**config.mk**
```make
export PLATFORM = sky130hd
export DESIGN_NAME = dma_chan_ctrl
export DESIGN_NICKNAME = d
export VERILOG_FILES = /design/src/rtl/dma_chan_pkg.sv /design/src/rtl/dma_chan_ctrl.sv
export SDC_FILE = /design/constraint.sdc
export NUM_CORES = 1
export LEC_CHECK = 0
export BUFFER_PORTS_ARGS = -buffer_cell sky130_fd_sc_hd__clkbuf_2
export CAP_MARGIN = 20
export CORE_ASPECT_RATIO = 0.7
export CORE_MARGIN = 5
export CORE_UTILIZATION = 55
export DETAILED_ROUTE_END_ITERATION = 12
export GPL_TIMING_DRIVEN = 0
export PLACE_DENSITY = 0.77
export SLEW_MARGIN = 20
export SYNTH_ARGS = -nofsm -noshare
export SYNTH_HDL_FRONTEND = slang
export SYNTH_SLANG_ARGS = --single-unit
```
**constraint.sdc**
```tcl
create_clock -name sys_clk -period 5.7 [get_ports sys_clk]
set_input_delay 0.285 -clock sys_clk [delete_from_list [all_inputs] [get_ports sys_clk]]
set_output_delay 0.285 -clock sys_clk [all_outputs]
set_load 0.01 [all_outputs]
```
**src/rtl/dma_chan_pkg.sv**
```systemverilog
// constants for the two-channel dma control block: register map,
// control field positions, activation codes and fixed address parts.
// assumes a 32-bit apb with an 8-bit byte address.
package dma_chan_pkg;
   localparam int        PADDR_W       = 8;
   // register byte offsets inside one channel window
   localparam logic [3:0] OFS_CTRL     = 4'h0;
   localparam logic [3:0] OFS_ADDR     = 4'h4;
   localparam logic [3:0] OFS_IOADDR   = 4'h8;
   localparam logic [3:0] OFS_COUNT    = 4'hc;
   localparam int        CHAN_BIT      = 4;
   localparam int        MAP_TOP       = 5;
   // control field positions
   localparam int        EN_BIT        = 7;
   localparam int        SIZE_BIT      = 6;
   localparam int        DIR_BIT       = 5;
   localparam int        RPT_BIT       = 4;
   localparam int        IE_BIT        = 3;
   localparam int        SEL_HI        = 2;
   localparam int        SEL_MID       = 1;
   localparam logic [7:0] CTRL_RESET   = 8'h00;
   // activation source codes
   localparam logic [2:0] SRC_TMR3     = 3'h3;
   localparam logic [2:0] SRC_TXE      = 3'h4;
   localparam logic [2:0] SRC_RXF      = 3'h5;
   localparam logic [2:0] SRC_EXT_EDGE = 3'h6;
   localparam logic [2:0] SRC_EXT_LOW  = 3'h7;
   // fixed address parts and steps
   localparam logic [7:0]  ADDR_TOP    = 8'hff;
   localparam logic [23:0] IO_HIGH     = 24'hffffff;
   localparam logic [23:0] STEP_BYTE   = 24'h000001;
   localparam logic [23:0] STEP_WORD   = 24'h000002;
   localparam logic [15:0] COUNT_ZERO  = 16'h0000;
   localparam logic [7:0]  BYTE_ZERO   = 8'h00;
   localparam logic [7:0]  BYTE_ONE    = 8'h01;
   localparam logic [15:0] COUNT_ONE   = 16'h0001;
   typedef enum logic {ST_IDLE, ST_BUSY} xfer_state_e;
endpackage

```
**src/rtl/dma_chan_ctrl.sv**
```systemverilog
// control logic for one dma channel pair (a and b): apb registers,
// activation source selection, arbitration, address and count stepping.
// assumes the bus side takes xfer_req and answers with a one-cycle
// xfer_ack on sys_clk; timer and serial events are sys_clk pulses.
//
// Operation
// - control registers clear on reset and standby
// - enabled channel transfers on each selected event
// - disabled channel ignores all requests
// - enable sets only after read-while-zero then write
// - io and idle modes clear enable at end
// - end irq on enable clear when enabled
// - size bit picks byte or word unit
// - io/repeat step address up or down 1/2
// - idle mode leaves memory address unchanged
// - repeat and irq-enable bits choose the mode
// - codes 0-3 pick timer channels 0-3
// - codes 4/5 pick serial empty/full
// - b: external edge/low; a: full mode
// - shared source served in fixed priority
// - selected source withheld from cpu while enabled
// - full mode: a source, b destination, both step
// - address top byte ignores writes, reads ones
// - address registers not reset
// - full mode ignores io address registers
// - full mode: a count down to zero, b unused
// - a select bits 2:1 both one pair the channels
// - repeat: high byte counts, reloads from low
// - short mode io address upper bits all ones
// - receive-full makes memory address the destination
`timescale 1ns/1ps
`default_nettype none
module dma_chan_ctrl
(
   input  wire logic                              sys_clk,
   input  wire logic                              rst,
   input  wire logic                              standby,
   input  wire logic                              psel,
   input  wire logic                              penable,
   input  wire logic                              pwrite,
   input  wire logic [dma_chan_pkg::PADDR_W-1:0]  paddr,
   input  wire logic [31:0]                       pwdata,
   output logic      [31:0]                       prdata,
   output logic                                   pready,
   output logic                                   pslverr,
   input  wire logic [3:0]                        timer_match,
   input  wire logic                              serial_tx_empty,
   input  wire logic                              serial_rx_full,
   input  wire logic                              external_request_pin_n,
   output logic      [3:0]                        cpu_timer_irq,
   output logic                                   cpu_tx_empty_irq,
   output logic                                   cpu_rx_full_irq,
   output logic      [1:0]                        transfer_end_irq,
   output logic                                   xfer_req,
   output logic      [31:0]                       xfer_src_addr,
   output logic      [31:0]                       xfer_dst_addr,
   output logic                                   xfer_word,
   output logic                                   xfer_chan,
   input  wire logic                              xfer_ack
);
   import dma_chan_pkg::*;

   function automatic logic src_fire(input logic [2:0] code,
                                     input logic [3:0] tmr,
                                     input logic       txe,
                                     input logic       rxf,
                                     input logic       edge_ev,
                                     input logic       low_ev);
      logic f;
      f = 1'b0;
      if (code <= SRC_TMR3)
         f = tmr[code[1:0]];
      else if (code == SRC_TXE)
         f = txe;
      else if (code == SRC_RXF)
         f = rxf;
      else if (code == SRC_EXT_EDGE)
         f = edge_ev;
      else
         f = low_ev;
      return f;
   endfunction

   function automatic logic [23:0] step_addr(input logic [23:0] a,
                                             input logic        word,
                                             input logic        down);
      logic [23:0] s;
      s = word ? STEP_WORD : STEP_BYTE;
      return down ? a - s : a + s;
   endfunction

   logic [7:0]   ctrl_r [2];
   logic [23:0]  mar_r [2];
   logic [7:0]   io_port_address_r [2];
   logic [15:0]  cnt_r [2];
   logic [1:0]   arm_r;
   logic [1:0]   pend_r;
   logic [1:0]   en_d_r;
   logic         ext_s1_r;
   logic         ext_s2_r;
   logic         ext_s3_r;
   logic         cur_r;
   xfer_state_e  state_r;
   logic         full;
   logic [2:0]   code0;
   logic [1:0]   fire;
   logic [5:0]   withheld;
   logic         commit;
   logic         capture;
   logic         wr;
   logic         ach;
   logic [3:0]   aofs;
   logic         mapped;
   logic [31:0]  rd_val;
   logic         done;
   logic [1:0]   end_hit;
   logic         serve;
   logic         serve_ch;

   assign full     = ctrl_r[0][SEL_HI] & ctrl_r[0][SEL_MID];
   assign commit   = psel & penable & pready;
   assign capture  = psel & penable & ~pready;
   assign wr       = commit & pwrite & mapped;
   assign ach      = paddr[CHAN_BIT];
   assign aofs     = paddr[3:0];
   assign mapped   = (paddr[PADDR_W-1:MAP_TOP] == '0);
   assign done     = (state_r == ST_BUSY) & xfer_ack;
   assign serve    = (state_r == ST_IDLE) & (|pend_r);
   assign serve_ch = ~pend_r[0];

   // full mode is triggered through the b channel's source code
   assign code0 = full ? ctrl_r[1][SEL_HI:0] : ctrl_r[0][SEL_HI:0];

   always_comb
   begin
      fire[0] = ctrl_r[0][EN_BIT]
                & src_fire(code0, timer_match, serial_tx_empty,
                           serial_rx_full, ext_s3_r & ~ext_s2_r,
                           ~ext_s2_r);
      fire[1] = ctrl_r[1][EN_BIT] & ~full
                & src_fire(ctrl_r[1][SEL_HI:0], timer_match,
                           serial_tx_empty, serial_rx_full,
                           ext_s3_r & ~ext_s2_r, ~ext_s2_r);
   end

   always_comb
   begin
      withheld = '0;
      if (ctrl_r[0][EN_BIT] && code0 <= SRC_RXF)
         withheld[code0] = 1'b1;
      if (ctrl_r[1][EN_BIT] && !full && ctrl_r[1][SEL_HI:0] <= SRC_RXF)
         withheld[ctrl_r[1][SEL_HI:0]] = 1'b1;
   end

   always_comb
   begin
      rd_val = '0;
      if (aofs == OFS_CTRL)
         rd_val = {24'h000000, ctrl_r[ach]};
      else if (aofs == OFS_ADDR)
         rd_val = {ADDR_TOP, mar_r[ach]};
      else if (aofs == OFS_IOADDR)
         rd_val = {24'h000000, io_port_address_r[ach]};
      else if (aofs == OFS_COUNT)
         rd_val = {16'h0000, cnt_r[ach]};
   end

   // end of transfer for the channel being served
   always_comb
   begin
      end_hit = '0;
      if (done)
      begin
         if (full)
            end_hit[0] = (cnt_r[0] == COUNT_ONE);
         else if (!(ctrl_r[cur_r][RPT_BIT] && !ctrl_r[cur_r][IE_BIT]))
            end_hit[cur_r] = (cnt_r[cur_r] == COUNT_ONE);
      end
   end

   // external request pin synchroniser plus one stage for edges
   always_ff @(posedge sys_clk or posedge rst)
   begin
      if (rst)
      begin
         ext_s1_r <= 1'b1;
         ext_s2_r <= 1'b1;
         ext_s3_r <= 1'b1;
      end
      else
      begin
         ext_s1_r <= external_request_pin_n;
         ext_s2_r <= ext_s1_r;
         ext_s3_r <= ext_s2_r;
      end
   end

   // apb answer: one wait cycle, data and error taken with pready
   always_ff @(posedge sys_clk or posedge rst)
   begin
      if (rst)
      begin
         pready  <= 1'b0;
         pslverr <= 1'b0;
         prdata  <= '0;
      end
      else
      begin
         pready  <= capture;
         pslverr <= capture & ~mapped;
         if (capture && !pwrite)
            prdata <= mapped ? rd_val : '0;
      end
   end

   // control registers: software write, then hardware end clear
   always_ff @(posedge sys_clk or posedge rst)
   begin
      if (rst)
      begin
         ctrl_r[0] <= CTRL_RESET;
         ctrl_r[1] <= CTRL_RESET;
         arm_r     <= '0;
      end
      else if (standby)
      begin
         ctrl_r[0] <= CTRL_RESET;
         ctrl_r[1] <= CTRL_RESET;
         arm_r     <= '0;
      end
      else
      begin
         for (int i = 0; i < 2; i++)
         begin
            if (capture && !pwrite && mapped && ach == i[0]
                && aofs == OFS_CTRL && !ctrl_r[i][EN_BIT])
               arm_r[i] <= 1'b1;
            if (wr && ach == i[0] && aofs == OFS_CTRL)
            begin
               ctrl_r[i]         <= pwdata[7:0];
               ctrl_r[i][EN_BIT] <= pwdata[EN_BIT]
                                    & (ctrl_r[i][EN_BIT] | arm_r[i]);
               arm_r[i]          <= 1'b0;
            end
            if (end_hit[i])
               ctrl_r[i][EN_BIT] <= 1'b0;
         end
      end
   end

   // address, io address and count: never reset, hardware wins
   always_ff @(posedge sys_clk)
   begin
      for (int i = 0; i < 2; i++)
      begin
         if (wr && ach == i[0] && aofs == OFS_ADDR)
            mar_r[i] <= pwdata[23:0];
         if (wr && ach == i[0] && aofs == OFS_IOADDR)
            io_port_address_r[i] <= pwdata[7:0];
         if (wr && ach == i[0] && aofs == OFS_COUNT)
            cnt_r[i] <= pwdata[15:0];
      end
      if (done && full)
      begin
         mar_r[0] <= step_addr(mar_r[0], ctrl_r[0][SIZE_BIT],
                               ctrl_r[0][DIR_BIT]);
         mar_r[1] <= step_addr(mar_r[1], ctrl_r[0][SIZE_BIT],
                               ctrl_r[1][DIR_BIT]);
         cnt_r[0] <= cnt_r[0] - COUNT_ONE;
      end
      else if (done)
      begin
         if (!(ctrl_r[cur_r][RPT_BIT] && ctrl_r[cur_r][IE_BIT]))
            mar_r[cur_r] <= step_addr(mar_r[cur_r],
                                      ctrl_r[cur_r][SIZE_BIT],
                                      ctrl_r[cur_r][DIR_BIT]);
         if (ctrl_r[cur_r][RPT_BIT] && !ctrl_r[cur_r][IE_BIT])
         begin
            if (cnt_r[cur_r][15:8] == BYTE_ONE)
               cnt_r[cur_r][15:8] <= cnt_r[cur_r][7:0];
            else
               cnt_r[cur_r][15:8] <= cnt_r[cur_r][15:8] - BYTE_ONE;
         end
         else
            cnt_r[cur_r] <= cnt_r[cur_r] - COUNT_ONE;
      end
   end

   // pending requests: a new event wins over the serve clear
   always_ff @(posedge sys_clk or posedge rst)
   begin
      if (rst)
         pend_r <= '0;
      else if (standby)
         pend_r <= '0;
      else
      begin
         for (int i = 0; i < 2; i++)
         begin
            if (fire[i])
               pend_r[i] <= 1'b1;
            else if (!ctrl_r[i][EN_BIT] || (i == 1 && full))
               pend_r[i] <= 1'b0;
            else if (serve && serve_ch == i[0])
               pend_r[i] <= 1'b0;
         end
      end
   end

   // transfer request towards the bus
   always_ff @(posedge sys_clk or posedge rst)
   begin
      if (rst)
      begin
         state_r       <= ST_IDLE;
         cur_r         <= 1'b0;
         xfer_req      <= 1'b0;
         xfer_src_addr <= '0;
         xfer_dst_addr <= '0;
         xfer_word     <= 1'b0;
         xfer_chan     <= 1'b0;
      end
      else
      begin
         case (state_r)
            ST_IDLE:
            begin
               if (serve)
               begin
                  state_r   <= ST_BUSY;
                  cur_r     <= serve_ch;
                  xfer_chan <= serve_ch;
                  xfer_req  <= 1'b1;
                  xfer_word <= ctrl_r[serve_ch][SIZE_BIT];
                  if (full)
                  begin
                     xfer_src_addr <= {ADDR_TOP, mar_r[0]};
                     xfer_dst_addr <= {ADDR_TOP, mar_r[1]};
                  end
                  else if (ctrl_r[serve_ch][SEL_HI:0] == SRC_RXF)
                  begin
                     xfer_src_addr <= {IO_HIGH, io_port_address_r[serve_ch]};
                     xfer_dst_addr <= {ADDR_TOP, mar_r[serve_ch]};
                  end
                  else
                  begin
                     xfer_src_addr <= {ADDR_TOP, mar_r[serve_ch]};
                     xfer_dst_addr <= {IO_HIGH, io_port_address_r[serve_ch]};
                  end
               end
            end
            ST_BUSY:
            begin
               if (xfer_ack)
               begin
                  state_r  <= ST_IDLE;
                  xfer_req <= 1'b0;
               end
            end
            default:
               state_r <= ST_IDLE;
         endcase
      end
   end

   // interrupts to the cpu: withheld sources and transfer end
   always_ff @(posedge sys_clk or posedge rst)
   begin
      if (rst)
      begin
         cpu_timer_irq    <= '0;
         cpu_tx_empty_irq <= 1'b0;
         cpu_rx_full_irq  <= 1'b0;
         transfer_end_irq <= '0;
         en_d_r           <= '0;
      end
      else
      begin
         cpu_timer_irq    <= timer_match & ~withheld[3:0];
         cpu_tx_empty_irq <= serial_tx_empty & ~withheld[SRC_TXE];
         cpu_rx_full_irq  <= serial_rx_full & ~withheld[SRC_RXF];
         for (int i = 0; i < 2; i++)
         begin
            en_d_r[i] <= ctrl_r[i][EN_BIT];
            transfer_end_irq[i] <= ctrl_r[i][IE_BIT] & ~ctrl_r[i][EN_BIT]
                                   & (en_d_r[i] | transfer_end_irq[i]);
         end
      end
   end
endmodule
`default_nettype wire

```
==> results of run 1 <==
## area by class of cell
cell class	count	area (um^2)
Buffer	126	582
Clock buffer	31	668
Clock inverter	11	104
Fill cell	2334	10100
Inverter	38	148
Multi-Input combinational cell	1350	9220
Sequential cell	209	5710
Tap cell	371	464
Timing Repair Buffer	168	921
## flip-flops by register name, summed over array words and instances (netlist names), 4 cells and up
signal,count
cnt_r,32
cpu_timer_irq,4
ctrl_r,16
io_port_address_r,16
mar_r,48
prdata,25
xfer_dst_addr,24
xfer_src_addr,25
## critical path, cell delays in order (launching register included)
cell      delay [ns]
dfrtp_1         0.39
buf_2           0.28
buf_2           0.30
buf_2           0.33
buf_1           0.49
clkbuf_2        0.45
mux2i_1         0.15
ha_1            0.27
fa_1            0.47
nor2b_1         0.24
o31ai_2         0.12
a221o_1         0.35
a31o_2          0.28
a31oi_1         0.30
a221oi_1        0.15
xnor2_1         0.21
o22ai_1         0.23
a21oi_1         0.06
## cells in the mapped netlist (all sizes together), types with 9 or more instances
cell type	instances
a211oi	16
a21o	37
a21oi	109
a22o	15
a31oi	21
and2	9
buf	47
clkbuf	79
dfrtp	110
edfxtp	96
ha	76
inv	38
mux2	35
mux2i	121
mux4	18
nand2	214
nand2b	16
nand3	31
nor2	114
nor2b	12
nor3	33
nor3b	9
nor4	13
o21a	13
o21ai	173
o22ai	67
o31ai	11
or3	10
xnor2	40
xor2	41
## where the power goes
group | internal, mW | total [mW] | switching [mW]
registers | 1.62 | 1.66 | 0.0360
clock network | 0.879 | 1.54 | 0.665
logic | 0.155 | 0.427 | 0.272
## what timing repair did
item | CTS | global route
endpoints found under the setup margin | 0 | 7
resized for setup | 0 | 2
hold endpoints to repair | 37 | 0
hold buffers | 10 | 0
## stage by stage
stage | hold slack, ns | utilization | setup slack, ns
after floorplan | 0.289 | - | 1.46
after global placement | 0.346 | 0.604 | 0.209
after detailed placement | 0.284 | 0.606 | 0.168
after CTS | 0.00561 | 0.637 | 0.143
after global routing | 0.0169 | 0.637 | 0.152
final | 0.0253 | 0.637 | 0.339
## logic make-up (layout without fill, tap and decap cells)
family	count (synthesis)	in the layout	synth area share
AO/OA/AOI/OAI	526	526	0.209
XOR/XNOR	81	81	0.0454
adder cells (fa/ha/maj)	79	79	0.0646
buffers and inverters	164	374	0.0462
flip-flops	209	209	0.365
multiplexers	174	174	0.129
AND/OR/NAND/NOR	490	490	0.141
## worst paths after layout
check,slack (ns),cells past startpoint,endpoint
setup / recovery,0.34,17,mar_r[1][22]
hold / removal,0.03,3,cpu_timer_irq[1]
setup reg to reg,0.34,17,mar_r[1][22]
hold reg to reg,0.37,0,ext_s2_r
max in group asynchronous,4.72,4,prdata[18]
min in group asynchronous,0.27,3,cpu_tx_empty_irq
## metal layers
| metal | vias up | part of all wire | wire length [um] | global-route usage |
|---|---|---|---|---|
| li1 | 6773 | - | - | - |
| met1 | 7216 | 0.42 | 23700 | 0.521 |
| met2 | 1112 | 0.39 | 21900 | 0.465 |
| met3 | 91 | 0.17 | 9390 | 0.130 |
| met4 | 0 | 0.018 | 1020 | 0.0550 |
| met5 | - | 0 | 0 | 0 |
==> results.yml, run 1 <==
place:
  dp.cells: 2252
  routabilityCongestion: 1.01
  port_buffers: 153
  place_area_um2: 16900
  dp_hpwl_um: 43400
cts:
  cts-root-buf: "clkbuf_16"
  clockBufferDepth: 3
  clock_latency_ns: 0.55
  cts.sinks: 209
  cts_tree: "done"
  htree_levels: 1
  post_cts_buffers: 0
  numCtsBuffers: 23
  clk_pin_slew_ns: 0.07
power_and_ir_drop:
  leakage_nw: 7.90
  ir_drop_v: 0.000213
  p_total_mw: 3.63
  pwr_density_cell_nw_per_um2: 204
min_path:
  hp-class: "in -> reg"
  min_from: "timer_match[1]"
layout:
  antenna_cells: 0
  syn2layout_area_growth_pct: 13.9
  nets: 2049
  final_cell_mix: "214 x nand2_1, 155 x clkbuf_2, 133 x o21ai_0"
  layoutNonFillerInstCount: 2304
  fin_area_um2: 17800
  final_common_cell: "nand2_1"
  drive_gt1_frac: 0.155
global_routing:
  grt_max_degree: 84
  antenna_found_initial: 0
  grt_pass1_wl_um: 83900
  grt_pass1_vias: 13900
  grtUsageTotal: 0.341
  overflow: 0
logic_synthesis:
  ys_seq_area_frac: 0.365
  ys_ff_latch: 209
  synth_area_um2: 15600
  synth_cell_types: 81
  synth_top_area_frac: 0.184
  syn_inst: 1723
  ys.flop_type: "dfrtp_1"
  synth.net_count: 1856
  synthArstFlopShare: 0.541
  synth.area.top_cells: "edfxtp_1 18%, dfrtp_1 18%, mux2i_1 7.7%"
  ys.warnings.count: 0
  avgSynthCellArea_um2: 9.08
  synth_edf_count: 96
  synth_top_cell_by_area: "edfxtp_1"
routing:
  wl_per_cell_um: 24.3
  drt.antenna.violating_nets: 0
  vias: 15200
  routed_via_density: 6.59
  first_pass_iters: 6
  drt-total-wl_um: 56000
  drt_iter0_drc: 2002
  drc: 0
worst_setup_path:
  cp.arrival_ns: 5.63
  crit_type: "reg -> reg"
  crit_fanout: 10
  crit_start: "cur_r"
  required_ns: 5.97
  crit_path_start_kind: "register"
  r2r_start: "cur_r"
  crit_path_end_kind: "register"
floorplan:
  row_count: 51
  ios: 163
  start_util: 0.560
  fp.dieW_um: 212
  dieArea_um2: 32000
  core-area_um2: 27900
  fp.dieH_um: 151
sta:
  fin_crit_sh: 0.941
  timing.fmax_ghz: 0.187
  skew_ns: 0.0267
  worst_pin_slew_ns: 1.17
  min_period_ns: 5.36
  grt_setup_unrepaired: "no"
  setup_tns_ns: 0
  setup_viol: 0
  finalHoldViolCount: 0
  drv_slew: 0
  max_slew_margin: 0.220
job:
  drv_cap: 0
status:
  status: "finished clean"
(Power assumes the default switching activity.)
==> inputs of run 2 (changes only) <==
Settings changed: ABC_AREA set to 1.
==> results.yml, run 2 <==
power_and_ir_drop:
  pwr_density_cell_nw_per_um2: 224
  leakage_nw: 9.17
  ir_drop_v: 0.000193
cts:
  clock_latency_ns: 0.56
  htree_levels: 1
  cts_tree: "done"
  cts-root-buf: "clkbuf_16"
  clk_pin_slew_ns: 0.07
  numCtsBuffers: 23
  cts.sinks: 209
  clockBufferDepth: 3
  post_cts_buffers: 0
sta:
  max_slew_margin: 0.235
  setup_slack_ns: 1.59
  setup_viol: 0
  grt_setup_unrepaired: "no"
  skew_ns: 0.0198
  drv_slew: 0
  fin_crit_sh: 0.722
  min_period_ns: 4.11
  timing.fmax_ghz: 0.243
  finalHoldViolCount: 0
  worst_pin_slew_ns: 1.15
layout:
  drive_gt1_frac: 0.131
  nets: 2712
  largest_register_ffs: 48
  final_common_cell: "nand2_1"
  reg_top3: "mar_r: 48 flops, cnt_r: 32 flops"
  antenna_cells: 0
  regMostFlops: "mar_r"
  final_cell_mix: "647 x nand2_1, 243 x inv_1, 243 x o21ai_0"
  fin_area_um2: 19100
  multi_input_area_um2: 9620
  fill_cells: 2761
  syn2layout_area_growth_pct: 13.2
  area.sequential_um2: 5710
place:
  dp_slack_ns: 1.68
  place_area_um2: 18200
  port_buffers: 153
  routabilityCongestion: 1.11
  dp_hpwl_um: 50900
logic_synthesis:
  synth_cell_types: 67
  synth.net_count: 2517
  synth.area.top_cells: "edfxtp_1 17%, dfrtp_1 16%, nand2_1 14%"
  ys.flop_type: "dfrtp_1"
  synth.top_cells.by_count: "647 x nand2_1, 248 x o21ai_0, 244 x inv_1"
  yosysMostFrequentCell: "nand2_1"
  syn_inst: 2384
  synth_edf_count: 96
  synth_top_area_frac: 0.171
  avgSynthCellArea_um2: 7.08
  ys.warnings.count: 0
  ys_seq_area_frac: 0.339
  synth_top_cell_by_area: "edfxtp_1"
  ys_ff_latch: 209
  synthArstFlopShare: 0.541
  synth_area_um2: 16900
worst_setup_path:
  crit_buf_inv: 6
  cpMostUsedCell: "nand3_1"
  required_ns: 6.00
  path_cells: "buf_6 -> buf_6 -> clkbuf_1 -> buf_2 -> o21ai_0 -> ha_1 -> fa_1 -> inv_1 -> nand3_1 -> nand3_1 -> a21boi_0 -> o21ai_0 -> nand3_1 -> nand3_1 -> nand3_1 -> nand2_1 -> inv_1"
  crit_path_start_kind: "register"
  cp.arrival_ns: 4.41
  worstSetupPathDepth: 17
  crit_path_end_kind: "register"
  cpPeakStageDelay_ns: 0.50
  crit_type: "reg -> reg"
  crit_fanout: 10
  cp_top_family: "buffers and inverters"
  rr_worst_depth: 17
  crit_path_top_delay_cell: "o21ai_0"
global_routing:
  overflow: 0
  grtUsageTotal: 0.353
  antenna_found_initial: 1
  grt_max_degree: 68
  grt_pass1_wl_um: 93400
  grt_pass1_vias: 16100
routing:
  drt_iter0_drc: 2579
  wl_per_cell_um: 20.9
  first_pass_iters: 7
  drt.antenna.violating_nets: 0
  vias: 18000
  drc: 0
  drt-total-wl_um: 62900
  routed_via_density: 5.99
floorplan:
  dieArea_um2: 34300
  row_count: 53
  fp.dieH_um: 157
  core-area_um2: 30100
  fp.dieW_um: 219
  ios: 163
  start_util: 0.560
status:
  status: "finished clean"
min_path:
  hold_path_depth: 1
  hp-class: "in -> reg"
job:
  drv_cap: 0
-- run 2: cell count changes after synthesis, sizes merged, moves of 35 or more --
cell,delta
a21oi,+51
mux2,-35
inv,+218
clkbuf,-37
nand3,+106
nand2,+448
o22ai,-66
o21ai,+109
nor2,+103
mux2i,-104
-- run 2: worst register-to-register path: cells and delay by family, from the launching register on --
family	cells	cell delay (ns)
flops	1	0.38
simple gates	6	0.76
compound gates	3	0.85
fa+ha+maj	2	0.66
buf+inv	6	1.22
-- run 2: kinds of logic after synthesis --
kind of cell / count (synthesis) / share of synthesized area
adders and majority gates: 79 / 0.0599
AOI/OAI and AO/OA: 571 / 0.195
DFF: 209 / 0.339
muxes: 17 / 0.0101
buffers and inverters: 363 / 0.0917
xor gates and xnor gates: 34 / 0.0177
and+or+nand+nor: 1111 / 0.287
-- run 2: routing by layer --
layer,track usage,vias to the layer above,wire (um)
met5,0,-,13
met3,0.115,96,10700
li1,-,8414,-
met1,0.545,8291,26700
met4,0.0786,2,1460
met2,0.479,1214,24000
-- run 2: cell type report --
class / count / area share
timing repair buffer: 170 / 0.0494
multi-input combinational: 1812 / 0.504
inverter: 260 / 0.0517
clock inverter: 10 / 0.00636
tap: 412 / 0.0270
clock buffer: 31 / 0.0328
sequential: 209 / 0.299
buffer: 103 / 0.0296
-- run 2: power breakdown --
part           leakage [nW]  switching [mW]  internal (mW)
clock network         0.363           0.647          0.868
logic                  6.44           0.716          0.360
registers              2.37          0.0513           1.63
-- run 2: worst paths after layout --
check,startpoint,end,slack (ns)
min reg2reg,ext_s1_r,ext_s2_r,0.36
min,pwdata[1],io_port_address_r[1][1],0.02
min in group asynchronous,rst,cpu_timer_irq[0],0.30
max in group asynchronous,rst,xfer_dst_addr[14],4.74
max,cur_r,mar_r[1][22],1.59
max reg2reg,cur_r,mar_r[1][22],1.59
-- run 2: repair_timing --
action                                 4_1_cts  5_1_grt
hold buffers                                10        0
resized for setup                            0        0
endpoints found under the hold margin       51        0
-- run 2: stage by stage --
stage	TNS (ns)	power, mW	hold slack [ns]	std cells	utilization
6_report	0	4.27	0.0198	3007	0.634
5_1_grt	0	4.43	0.00979	3007	0.634
4_1_cts	0	4.24	0.00239	3007	0.634
3_5_place_dp	0	2.74	0.333	2956	0.606
3_3_place_gp	-1.89	2.71	0.347	2949	0.603
2_1_floorplan	0	2.41	0.289	2384	-
